--- config.mk ---
export PLATFORM = sky130hd
export DESIGN_NAME = sar_adc_start_control
export DESIGN_NICKNAME = d
export VERILOG_FILES = /design/src/core/sar_adc_pkg.sv /design/src/core/sar_adc_start_control.sv
export VERILOG_INCLUDE_DIRS = /design/src /design/src/core
export SDC_FILE = /design/constraint.sdc
export NUM_CORES = 1
export LEC_CHECK = 0
export ABC_CLOCK_PERIOD_IN_PS = 3800
export BUFFER_PORTS_ARGS = -buffer_cell sky130_fd_sc_hd__buf_2
export CORE_ASPECT_RATIO = 1.75
export CORE_UTILIZATION = 56
export CTS_CLUSTER_SIZE = 16
export DETAILED_ROUTE_END_ITERATION = 6
export PLACE_DENSITY = 0.8
export REMOVE_ABC_BUFFERS = 1
export SYNTH_ARGS = -nofsm -noshare
export SYNTH_HDL_FRONTEND = slang
export SYNTH_SLANG_ARGS = --single-unit
--- constraint.sdc ---
create_clock -name clk_sys -period 3.8 [get_ports clk_sys]
set_input_delay 0.19 -clock clk_sys [delete_from_list [all_inputs] [get_ports clk_sys]]
set_output_delay 0.19 -clock clk_sys [all_outputs]
set_load 0.05 [all_outputs]
--- src/core/sar_adc_cfg.svh ---
// Addresses, field positions, reset values and timing counts of the
// converter start control.
// Assumes it is included once per compilation unit by core files.
`ifndef SAR_ADC_CFG_SVH
`define SAR_ADC_CFG_SVH

// Register addresses on the plain register port
`define ADDR_W          16
`define DATA_W          16
`define ADDR_MODE       16'hFF80
`define ADDR_CHAN       16'hFF81
`define ADDR_RESULT     16'hFF82

// Field positions of the mode register
`define MODE_EN_BIT     7
`define MODE_TRG_BIT    6
`define MODE_FR_HI      5
`define MODE_FR_LO      3
`define MODE_EDGE_HI    2
`define MODE_EDGE_LO    1
`define MODE_RST        8'h00

// Channel select field and reset value
`define CHAN_HI         1
`define CHAN_LO         0
`define CHAN_RST        2'h0

// Result register
`define RES_W           10
`define RES_RST         10'h000
`define RES_MSB_MASK    10'h200

// Edge select codes
`define EDGE_NONE       2'h0
`define EDGE_FALL       2'h1
`define EDGE_RISE       2'h2
`define EDGE_BOTH       2'h3

// Conversion time codes and lengths in main clock periods
`define FR_144          3'h0
`define FR_120          3'h1
`define FR_96           3'h2
`define FR_72           3'h4
`define FR_60           3'h5
`define FR_48           3'h6
`define CONV_144        144
`define CONV_120        120
`define CONV_96         96
`define CONV_72         72
`define CONV_60         60
`define CONV_48         48

// Each conversion is two sampling steps and ten comparison steps
`define STEPS_PER_CONV  12
`define SAMPLE_STEPS    2
`define LAST_STEP       4'hB
`define FIRST_STEP      4'h0
`define STEP_CNT_W      4

`endif

--- src/core/sar_adc_pkg.sv ---
// Types shared by the converter start control.
// Assumes sar_adc_cfg.svh supplies the widths.
`include "sar_adc_cfg.svh"

package sar_adc_pkg;

	// Control sequence of one conversion
	typedef enum logic [1:0] {
		ST_IDLE,
		ST_WAIT_TRIG,
		ST_SAMPLE,
		ST_COMPARE
	} conv_state_type;

	// Signals driven toward the analog front end
	typedef struct packed {
		logic                  sample_hold;
		logic [1:0]            channel;
		logic [`RES_W-1:0]     tap_code;
	} analog_ctrl_type;

endpackage : sar_adc_pkg

--- src/core/sar_adc_start_control.sv ---
// Start, abort and successive approximation control of a four-channel
// 10-bit converter, with its mode, channel and result registers.
// Assumes an analog front end that samples the selected input while
// sample_hold is high and reports input >= tap on a comparator pin,
// and a single system clock with a plain register port.
`include "sar_adc_cfg.svh"

module sar_adc_start_control (
	input  wire logic                     clk_sys,
	input  wire logic                     rst_n,
	input  wire logic                     clk_en,
	input  wire logic [`ADDR_W-1:0]       reg_addr,
	input  wire logic [`DATA_W-1:0]       reg_wdata,
	input  wire logic                     reg_wr,
	input  wire logic                     reg_rd,
	output logic      [`DATA_W-1:0]       reg_rdata,
	input  wire logic                     external_trigger_in,
	input  wire logic                     comparator_in,
	input  wire logic                     standby_req,
	output sar_adc_pkg::analog_ctrl_type  analog_ctrl,
	output logic                          conversion_busy,
	output logic                          conversion_done_irq
);

	// Register state
	logic [7:0]              converter_mode_reg_r;
	logic [7:0]              converter_mode_reg_nxt;
	logic [1:0]              channel_select_reg_r;
	logic [1:0]              channel_select_reg_nxt;
	logic [`RES_W-1:0]       conversion_result_reg_r;
	logic [`RES_W-1:0]       conversion_result_reg_nxt;
	logic [`DATA_W-1:0]      rdata_r;
	logic [`DATA_W-1:0]      rdata_nxt;

	// Sequencer state
	sar_adc_pkg::conv_state_type state_r;
	sar_adc_pkg::conv_state_type state_nxt;
	logic [`STEP_CNT_W-1:0]  step_idx_r;
	logic [`STEP_CNT_W-1:0]  step_idx_nxt;
	logic [`STEP_CNT_W-1:0]  step_cnt_r;
	logic [`STEP_CNT_W-1:0]  step_cnt_nxt;
	logic [`RES_W-1:0]       sar_r;
	logic [`RES_W-1:0]       sar_nxt;
	logic                    irq_r;
	logic                    irq_nxt;
	sar_adc_pkg::analog_ctrl_type analog_r;
	sar_adc_pkg::analog_ctrl_type analog_nxt;

	// Pin synchronisers and edge history
	logic [1:0]              trig_sync_r;
	logic                    trig_prev_r;
	logic [1:0]              cmp_sync_r;

	// Decoded controls
	logic                    wr_mode;
	logic                    wr_chan;
	logic                    en_bit;
	logic                    hw_start;
	logic [1:0]              edge_sel;
	logic [2:0]              fr_code;
	logic [7:0]              conv_len;
	logic [`STEP_CNT_W-1:0]  step_len;
	logic                    trig_edge;
	logic                    trig_rise;
	logic                    trig_fall;
	logic                    step_end;
	logic                    conv_end;
	logic [`RES_W-1:0]       trial_mask;
	logic [`RES_W-1:0]       sar_decided;

	// Register port decode
	assign wr_mode   = reg_wr && (reg_addr == `ADDR_MODE);
	assign wr_chan   = reg_wr && (reg_addr == `ADDR_CHAN);

	// Mode fields
	assign en_bit   = converter_mode_reg_r[`MODE_EN_BIT];
	assign hw_start = converter_mode_reg_r[`MODE_TRG_BIT];
	assign edge_sel = converter_mode_reg_r[`MODE_EDGE_HI:`MODE_EDGE_LO];
	assign fr_code  = converter_mode_reg_r[`MODE_FR_HI:`MODE_FR_LO];

	// Conversion length per time code; prohibited codes fall back to 144
	always_comb begin
		case (fr_code)
			`FR_144: conv_len = 8'(`CONV_144);
			`FR_120: conv_len = 8'(`CONV_120);
			`FR_96:  conv_len = 8'(`CONV_96);
			`FR_72:  conv_len = 8'(`CONV_72);
			`FR_60:  conv_len = 8'(`CONV_60);
			`FR_48:  conv_len = 8'(`CONV_48);
			default: conv_len = 8'(`CONV_144);
		endcase
	end

	// Clocks per step: the conversion length spread over twelve steps
	assign step_len = `STEP_CNT_W'(conv_len / 8'(`STEPS_PER_CONV));

	// Edge detection on the synchronised trigger pin
	assign trig_rise = trig_sync_r[1] && !trig_prev_r;
	assign trig_fall = !trig_sync_r[1] && trig_prev_r;
	always_comb begin
		case (edge_sel)
			`EDGE_NONE: trig_edge = 1'b0;
			`EDGE_FALL: trig_edge = trig_fall;
			`EDGE_RISE: trig_edge = trig_rise;
			`EDGE_BOTH: trig_edge = trig_rise || trig_fall;
			default:    trig_edge = 1'b0;
		endcase
	end

	// Step timing and the bit under trial, MSB first
	assign step_end   = (step_cnt_r == step_len - `STEP_CNT_W'(1));
	assign conv_end   = step_end && (step_idx_r == `LAST_STEP);
	assign trial_mask = (state_r == sar_adc_pkg::ST_COMPARE) ?
		(`RES_MSB_MASK >> (step_idx_r - `STEP_CNT_W'(`SAMPLE_STEPS))) :
		`RES_W'(0);
	assign sar_decided = cmp_sync_r[1] ? (sar_r | trial_mask) : sar_r;

	// Register file next values
	always_comb begin
		converter_mode_reg_nxt    = converter_mode_reg_r;
		channel_select_reg_nxt    = channel_select_reg_r;
		conversion_result_reg_nxt = conversion_result_reg_r;
		rdata_nxt                 = '0;
		irq_nxt                   = 1'b0;
		if (wr_mode) begin
			converter_mode_reg_nxt = reg_wdata[7:0];
		end
		if (wr_chan) begin
			channel_select_reg_nxt = reg_wdata[`CHAN_HI:`CHAN_LO];
		end
		// Result write at completion unless a mode or channel write or a standby request coincides
		if (state_r == sar_adc_pkg::ST_COMPARE && conv_end &&
			en_bit && !standby_req) begin
			if (!wr_mode && !wr_chan) begin
				conversion_result_reg_nxt = sar_decided;
				irq_nxt                   = 1'b1;
			end
		end
		// Read data from current values: a coinciding read sees the old one
		if (reg_rd) begin
			case (reg_addr)
				`ADDR_MODE:   rdata_nxt = `DATA_W'(converter_mode_reg_r);
				`ADDR_CHAN:   rdata_nxt = `DATA_W'(channel_select_reg_r);
				`ADDR_RESULT: rdata_nxt = `DATA_W'(conversion_result_reg_r);
				default:      rdata_nxt = '0;
			endcase
		end
	end

	// Sequencer next values
	always_comb begin
		state_nxt    = state_r;
		step_idx_nxt = step_idx_r;
		step_cnt_nxt = step_cnt_r;
		sar_nxt      = sar_r;
		case (state_r)
			sar_adc_pkg::ST_IDLE: begin
				if (en_bit && !standby_req) begin
					if (hw_start) begin
						state_nxt = sar_adc_pkg::ST_WAIT_TRIG;
					end else begin
						state_nxt = sar_adc_pkg::ST_SAMPLE;
					end
				end
			end
			sar_adc_pkg::ST_WAIT_TRIG: begin
				if (trig_edge) begin
					state_nxt = sar_adc_pkg::ST_SAMPLE;
				end
			end
			sar_adc_pkg::ST_SAMPLE: begin
				step_cnt_nxt = step_cnt_r + `STEP_CNT_W'(1);
				if (step_end) begin
					step_cnt_nxt = '0;
					step_idx_nxt = step_idx_r + `STEP_CNT_W'(1);
					if (step_idx_r == `STEP_CNT_W'(`SAMPLE_STEPS - 1)) begin
						state_nxt = sar_adc_pkg::ST_COMPARE;
					end
				end
			end
			sar_adc_pkg::ST_COMPARE: begin
				step_cnt_nxt = step_cnt_r + `STEP_CNT_W'(1);
				if (step_end) begin
					step_cnt_nxt = '0;
					step_idx_nxt = step_idx_r + `STEP_CNT_W'(1);
					sar_nxt      = sar_decided;
					if (conv_end) begin
						if (hw_start) begin
							state_nxt = sar_adc_pkg::ST_WAIT_TRIG;
						end else begin
							state_nxt = sar_adc_pkg::ST_SAMPLE;
						end
					end
				end
			end
			default: state_nxt = sar_adc_pkg::ST_IDLE;
		endcase
		// Fresh conversion on every entry to sampling from another state
		if (state_nxt == sar_adc_pkg::ST_SAMPLE &&
			state_r != sar_adc_pkg::ST_SAMPLE) begin
			step_idx_nxt = `FIRST_STEP;
			step_cnt_nxt = '0;
			sar_nxt      = '0;
		end
		// Writes to mode or channel abort or restart the conversion
		if (wr_mode || wr_chan) begin
			step_idx_nxt = `FIRST_STEP;
			step_cnt_nxt = '0;
			sar_nxt      = '0;
			if (wr_mode && !reg_wdata[`MODE_EN_BIT]) begin
				state_nxt = sar_adc_pkg::ST_IDLE;
			end else if (wr_mode ? reg_wdata[`MODE_TRG_BIT] : hw_start) begin
				if (en_bit || wr_mode) begin
					state_nxt = sar_adc_pkg::ST_WAIT_TRIG;
				end
			end else if (en_bit || wr_mode) begin
				state_nxt = sar_adc_pkg::ST_SAMPLE;
			end
		end
		// Clearing enable or entering standby stops without a result
		if (!en_bit && !wr_mode) begin
			state_nxt = sar_adc_pkg::ST_IDLE;
		end
		if (standby_req) begin
			state_nxt = sar_adc_pkg::ST_IDLE;
		end
	end

	// Analog front end drive for the coming cycle
	always_comb begin
		analog_nxt.channel     = channel_select_reg_nxt;
		analog_nxt.sample_hold = (state_nxt == sar_adc_pkg::ST_SAMPLE);
		if (state_nxt == sar_adc_pkg::ST_COMPARE) begin
			analog_nxt.tap_code = sar_nxt | (`RES_MSB_MASK >>
				(step_idx_nxt - `STEP_CNT_W'(`SAMPLE_STEPS)));
		end else begin
			analog_nxt.tap_code = '0;
		end
	end

	// Registers: register file, sequencer, analog drive
	always_ff @(posedge clk_sys or negedge rst_n) begin
		if (!rst_n) begin
			converter_mode_reg_r    <= `MODE_RST;
			channel_select_reg_r    <= `CHAN_RST;
			conversion_result_reg_r <= `RES_RST;
			rdata_r                 <= '0;
			irq_r                   <= 1'b0;
			state_r                 <= sar_adc_pkg::ST_IDLE;
			step_idx_r              <= `FIRST_STEP;
			step_cnt_r              <= '0;
			sar_r                   <= '0;
			analog_r                <= '0;
		end else if (clk_en) begin
			converter_mode_reg_r    <= converter_mode_reg_nxt;
			channel_select_reg_r    <= channel_select_reg_nxt;
			conversion_result_reg_r <= conversion_result_reg_nxt;
			rdata_r                 <= rdata_nxt;
			irq_r                   <= irq_nxt;
			state_r                 <= state_nxt;
			step_idx_r              <= step_idx_nxt;
			step_cnt_r              <= step_cnt_nxt;
			sar_r                   <= sar_nxt;
			analog_r                <= analog_nxt;
		end
	end

	// Two-stage synchronisers for the pins; edge history after them
	always_ff @(posedge clk_sys or negedge rst_n) begin
		if (!rst_n) begin
			trig_sync_r <= 2'h0;
			trig_prev_r <= 1'b0;
			cmp_sync_r  <= 2'h0;
		end else if (clk_en) begin
			trig_sync_r <= {trig_sync_r[0], external_trigger_in};
			trig_prev_r <= trig_sync_r[1];
			cmp_sync_r  <= {cmp_sync_r[0], comparator_in};
		end
	end

	// Outputs
	assign reg_rdata           = rdata_r;
	assign analog_ctrl         = analog_r;
	assign conversion_done_irq = irq_r;
	assign conversion_busy     = (state_r == sar_adc_pkg::ST_SAMPLE) ||
		(state_r == sar_adc_pkg::ST_COMPARE);

endmodule : sar_adc_start_control

Yosys cells after proc, flatten, opt, wreduce, memory -nomap -nowiden
Cells that the tools add are included.
Widths: inputs -> output; s select.
Storage, ports and cells
  output and inout bits: 31
  input bits: 40
  logic and storage cells: 115
  register bits: 73
Operators by class
  add/subtract/negate cells: 5
  equality and inequality tests: 21
  reduce and logical (&&, ||, !) cells: 32
  shifts and indexed selects: 2
  div/mod/pow operators: 1
  mux-type cells: 38
  bitwise operators: 2
Operators with widths (count)
  $mux 10: 8
  $eq 16x16->1 const B: 3
  $pmux 8 s5: 1
  $mux 4: 8
  $mux 2: 15
  $pmux 10 s3: 1
  $or 10x10->10: 2
  $shr 10x4->10 const A: 2
  $eq 2x2->1 const B: 7
  $logic_and 1x1->1: 13
  $eq 3x3->1 const B: 3
  $add 4x1->4 const B: 2
  $div 8x4->8 const B: 1
  $pmux 2 s4: 1
  $sub 4x2->4 const B: 2
  $logic_not 1->1: 7
  $reduce_and 2->1: 3
  $eq 2x1->1 const B: 2
  $eq 4x1->1 const B: 1
  $eq 4x4->1: 1
  $eq 4x4->1 const B: 1
  $logic_not 2->1: 2
  $logic_or 1x1->1: 4
  $pmux 1 s4: 1
  8 further kinds: 10

Logic depth before layout (Yosys ltp)
  depth in word-level cells: 17
  mapped depth: 16
  mapped depth without buffers: 15

Worst setup path before layout
No wires, ideal clock.
  path kind: register to register
  start: reg converter_mode_reg_r[5]
  end: reg analog_r, in the netlist analog_ctrl[4]
  cell stages (with the launch flop): 17
  data arrival time: 3.216 ns
  slack: 0.488 ns
  setup time: 0.096 ns
  data required time: 3.704 ns
  clock period less this slack: 3.312 ns
  buffers on the path: 1
  cells stage by stage: dfrtp_1 > xor2_1 > nand2b_1 > ha_1 > xnor2_1 > a31oi_1 > a22oi_2 > and2_1 > clkbuf_1 > nand3_1 > xnor2_1 > nand2b_1 > ha_1 > inv_1 > a211oi_2 > nand4b_1 > o31ai_1
On the way
  cells in the longest elaborated chain, start to end: 17
RTL lines
  from (decl): RTL line sar_adc_start_control.sv:26  | logic [7:0] converter_mode_reg_r;
  from (signal assigned): RTL line sar_adc_start_control.sv:244  | converter_mode_reg_r <= `MODE_RST;
  from (signal assigned): RTL line sar_adc_start_control.sv:255  | converter_mode_reg_r <= converter_mode_reg_nxt;
  $eq 3x3->1, or another cell as far along: RTL line sar_adc_start_control.sv:83  | case (fr_code)
  $pmux 8 s5 *: RTL line sar_adc_start_control.sv:83
  $div 8x4->8 *: RTL line sar_adc_start_control.sv:95  | assign step_len = `STEP_CNT_W'(conv_len / 8'(`STEPS_PER_CONV));
  $sub 4x1->4 *: RTL line sar_adc_start_control.sv:111  | assign step_end = (step_cnt_r == step_len - `STEP_CNT_W'(1));
  $eq 4x4->1 *: RTL line sar_adc_start_control.sv:111
  $logic_and 1x1->1: RTL line sar_adc_start_control.sv:112  | assign conv_end = step_end && (step_idx_r == `LAST_STEP);
  $mux 2: RTL line sar_adc_start_control.sv:187  | if (conv_end) begin
  $mux 2: RTL line sar_adc_start_control.sv:183  | if (step_end) begin
  $pmux 2 s4: RTL line sar_adc_start_control.sv:156  | case (state_r)
  $eq 2x2->1, or another cell as far along: RTL line sar_adc_start_control.sv:199  | if (state_nxt == sar_adc_pkg::ST_SAMPLE &&
  $logic_and 1x1->1 / $mux 2 (equally long branches): RTL line sar_adc_start_control.sv:199, sar_adc_start_control.sv:212
  $mux 4 / $mux 2 (equally long branches): RTL line sar_adc_start_control.sv:199, sar_adc_start_control.sv:210
  $mux 4 / $mux 2 (equally long branches): RTL line sar_adc_start_control.sv:206  | if (wr_mode || wr_chan) begin
  $sub 4x2->4 / $mux 2 (equally long branches): RTL line sar_adc_start_control.sv:235, sar_adc_start_control.sv:221
  $shr 10x4->10 (no source line) / $mux 2 (equally long branches)
  $or 10x10->10 / $eq 2x2->1 (equally long branches): RTL line sar_adc_start_control.sv:234, sar_adc_start_control.sv:233
  $mux 10 *: RTL line sar_adc_start_control.sv:233  | if (state_nxt == sar_adc_pkg::ST_COMPARE) begin
  to (signal assigned): RTL line sar_adc_start_control.sv:264  | analog_r <= analog_nxt;
  to (decl): RTL line sar_adc_start_control.sv:46  | sar_adc_pkg::analog_ctrl_type analog_r;
Every way passes the cells marked *; elsewhere a longest branch is shown, timed or not.
A chain may end at the register's enable or synchronous reset.

Worst setup path in the final report
  start: reg converter_mode_reg_r[5]
  end: reg analog_r, in the netlist analog_ctrl[7]
Same word-level chain as after synthesis.

==> summary.md <==
The synthesized design devotes to its leading area cell type 42.4% of total area. Before CTS, the worst setup slack after placement is 0.191 ns. The cell at the root of the clock tree is clkbuf_16.

The worst register-to-register path begins at converter_mode_reg_r[5]$_DFFE_PN0P_. The number of slew-limit violations in the final report was 0; the vertical die dimension was 113 um. The flop and latch count out of synthesis was 67; the HPWL after detailed placement was 7520 um. The run finished with clean final reports.

The routability congestion estimate from global placement is 0.968. For this design, the slowest cell found on the critical path is dfrtp_2. The largest total area in the synthesized netlist belongs to dfrtp_1. For the worst flop-to-flop path, the logic depth is 16. The first global-routing pass estimated 17000 um of wire. The count of flip-flops with a built-in enable after synthesis came out at 0.

The commonest cells after synthesis are dfrtp_1 (67), nand2_1 (33), nor2_1 (26). Setup slack on the critical path of the routed design comes to 0.241 ns. The die width is 65.5 um, and the TritonCTS sink count is 67. Final routed wirelength across all metal layers: 10500 um. The number of hold violations in the final report was 0; the number of stages on the worst hold path was 2.

The worst-skew pair later-pin latency came out at 0.34 ns. The number of antenna violations at the first check in global routing is 0, and the power per unit of standard cell area is 405 mW/mm2. The run gives 311 uV as the maximum resistive drop on vdd.

The synthesized-area fraction occupied by xor and xnor cells was 2.66%; the relative area change from synthesis to final layout was 17.5%. The number of vias per cell is 6.34. STA classifies the critical path endpoint as a flip-flop.

Dividing the detail-routed wire length by the instance count gives 18.8 um. The via count of the first global-routing pass is 3518. The maximum number of pins on one net before global-route repair was 42; the count of warnings emitted by yosys was 0. The clock-pin slew reported for the worst setup and hold paths after clock tree synthesis was 0.06 ns; the quantity of I/O buffers inserted on ports was 56. Combined area of the multi-input logic cells: 0.00209 mm2. The all-layer global routing usage was 30.9%. The path type of the worst min-delay path is input port to flip-flop.

The floorplan step defined a die boundary enclosing 0.00741 mm2. The post-synthesis share of cell area spent on and, or, nand and nor gates was 16.2%; the total number of H-tree levels was 3. The antenna cell count came out at 0. The largest family of logic cells by synthesized area was compound AO/OA/AOI/OAI gates. Measured on the finished design, the core utilization comes to 67.8%. At the worst endpoint, the required time is 4.04 ns.

Yosys mapped the design onto 59 distinct sky130hd cell types. The post-route minimum period is 3.56 ns, and the multiplexer fraction of the synthesized cell area is 6.49%. Across the run, the number of max-cap violations was 0. The endpoint of the worst hold-timing path was converter_mode_reg_r[4]$_DFFE_PN0P_. The critical-path maximum fanout was 7. The worst setup path is launched from a flip-flop. Pin placement for this block handled 71 I/O pins. Summing all flip-flop and latch instances after layout gives 0.00168 mm2. The tools report the post-synthesis cell count as 414. The portion of the clock cycle consumed by the worst path in the final layout is 93.7%. Hold timing on the final database bottoms out at a slack of 0.0826 ns.

The tools report the final setup violation count as 0. The tools report the setup slack of the worst register-to-register path as 0.24 ns. For the overall power consumption, the log shows 0.00188 W. Summing the areas of all compound-gate instances in the mapped netlist gives 23.1% of the synthesized area.

In this run the core area contains 40 standard-cell rows. For this block, the initial DRC count from the detailed router was 278. Dominant synthesized flop cell: dfrtp_1. The highest attainable clock frequency was 0.281 GHz. The post-synthesis sequential area ratio was 42.4%. Once the floorplan was initialized, standard cells occupied 57.7% of the core. After global routing the overflow that remains totals 0. The synthesized area is 0.00395 mm2, and the maximum number of buffers from clock root to sink is 2.

Counting the buffers created by CTS gives 9. The tools report the core outline area as 0.00686 mm2. TritonCTS built the clock tree. Counting the fill cells in the layout gives 527. At the end of the flow, the number of nets in the layout was 522. Of the cells placed in the final design, the portion with a size suffix greater than 1 is 23.7%. The post-synthesis share of cell area spent on full adders, half adders and majority gates works out to 3.48%. In the routed design, unresolved DRC markers number 0.

By area the synthesized netlist is led by dfrtp_1 (42%), ha_1 (3.5%), nand2_1 (3.1%). The setup path with the least slack is of type flip-flop to flip-flop. The largest single stage delay on the critical path is 0.46 ns. The run gives 5 as the length of the first detailed-routing pass in iterations. Measured against its own limit, the worst slew margin works out to 39.5%.

The sum of negative setup slack was 0 ns. The transition time at the pin with the least slew margin was 0.901 ns; the data arrival time of the critical path was 3.80 ns. Walking the worst path, the cells encountered are xor2_1 > nand2b_1 > ha_1 > xnor2_1 > a31oi_1 > a22oi_2 > buf_4 > a41o_1 > a221oi_1 > inv_1 > ha_1 > inv_1 > a211oi_2 > nand4b_1 > buf_4 > o31ai_1. The tools report the worst clock skew as 0.00456 ns. The endpoint identified for the worst register-to-register timing path is analog_ctrl[7]$_DFFE_PN0P_. In this run the most critical hold path is launched from reg_wdata[4]. The startpoint of the most critical setup path is converter_mode_reg_r[5]$_DFFE_PN0P_.

The async set-reset flop share out of synthesis was 100%; the via count was 3550. The post-route antenna net violation count is 0, and the average footprint of a synthesized cell is 9.55 um2. In this run the static leakage power is 2.15 nW. The leading cell type by number of instances after synthesis is dfrtp_1.

Setup repair after global routing left no endpoint under its margin.
## metal layers
| layer | GRT usage, % | up-vias | share of wire [%] | routed length (um) |
|---|---|---|---|---|
| li1 | - | 1650 | - | - |
| met1 | 35.8 | 1722 | 38 | 4030 |
| met4 | 14.9 | 0 | 3.3 | 344 |
| met3 | 5.95 | 29 | 5.8 | 609 |
| met2 | 53.1 | 149 | 53 | 5540 |
| met5 | 0 | - | 0 | 0 |
## metrics by stage
stage	instance area (um2)	cells
global placement	4290	539
floorplan	3820	388
global route	4650	560
CTS	4600	556
finish	4650	560
detailed placement	4290	539
## repair_timing
| item | CTS | global route |
|---|---|---|
| hold endpoints to repair | 13 | 0 |
| buffers inserted | 0 | 4 |
| hold buffers | 1 | 0 |
| endpoints found under the setup margin | 0 | 6 |
| gates resized for setup | 0 | 4 |
## kinds of logic (layout without fill, tap and decap cells)
group                    after synthesis  in the layout
adder cells (fa/ha/maj)               11             11
AND/OR/NAND/NOR                      126            126
XOR/XNOR                              12             12
buffers and inverters                 49            106
AO/OA/AOI/OAI                        127            127
flip-flops                            67             67
multiplexers                          21             21
other                                  1              6
## sequential cells by signal, summed over array words and instances, names as in the netlist
signal	count
step_cnt_r	4
trig_prev_r	1
step_idx_r	4
sar_r	10
reg_rdata	10
state_r	2
converter_mode_reg_r	8
analog_ctrl	13
cmp_sync_r	2
conversion_result_reg_r	10
trig_sync_r	2
conversion_done_irq	1
## critical path: cells and delay by family (launching register included)
family / cells / cell delay, ns
DFF: 1 / 0.46
xor gates and xnor gates: 2 / 0.34
and+or+nand+nor: 2 / 0.26
adders and majority gates: 2 / 0.42
buffers and inverters: 4 / 0.58
AOI/OAI and AO/OA: 6 / 1.41
## where the power goes
group	total, W	internal (W)	switching, W
combinational	0.000274	0.000106	0.000168
clock	0.000840	0.000511	0.000330
sequential	0.000769	0.000735	0.0000337
total	0.00188	0.00135	0.000531
## placed cells by master, fill, tap and decap left out, types with 3 or more instances in the layout
cell and instances:
a31oi_1 8, buf_4 15, clkbuf_16 9, nand2b_1 9, inv_1 18, o2bb2ai_1 11
nor3_1 8, a21o_1 4, or3_1 3, o21ai_0 24, xnor2_1 8, a41oi_1 6
conb_1 6, dfrtp_1 66, buf_2 56, nand4_1 6, mux2_2 5, mux2i_1 8
a32oi_1 10, a21oi_1 17, o31ai_1 8, o211ai_1 6, ha_1 11, a211o_1 3
o221ai_1 5, a22o_1 4, mux2_4 8, nand3_1 13, xor2_1 4, and3_1 5
nand2_1 33, nor2b_1 3, nor2_1 26, and2_1 4, a31o_2 4
## worst max path at each step
stage / end / slack [ns]
after detailed placement: analog_ctrl[3]$_DFFE_PN0P_ / 0.19
after global placement: analog_ctrl[4]$_DFFE_PN0P_ / 0.41
after floorplan: analog_ctrl[4]$_DFFE_PN0P_ / 0.36
after CTS: analog_ctrl[3]$_DFFE_PN0P_ / 0.16
final: analog_ctrl[7]$_DFFE_PN0P_ / 0.24
after global routing: analog_ctrl[7]$_DFFE_PN0P_ / 0.06
## area by class of cell
cell class	count	area share, %
well taps	84	2.26
clock inverters	7	1.64
flip-flops and latches	67	36.1
clock buffers	9	4.85
inverters	18	1.45
multi-input cells	303	45.0
repair buffers	72	8.67
(Power assumes the default switching activity.)
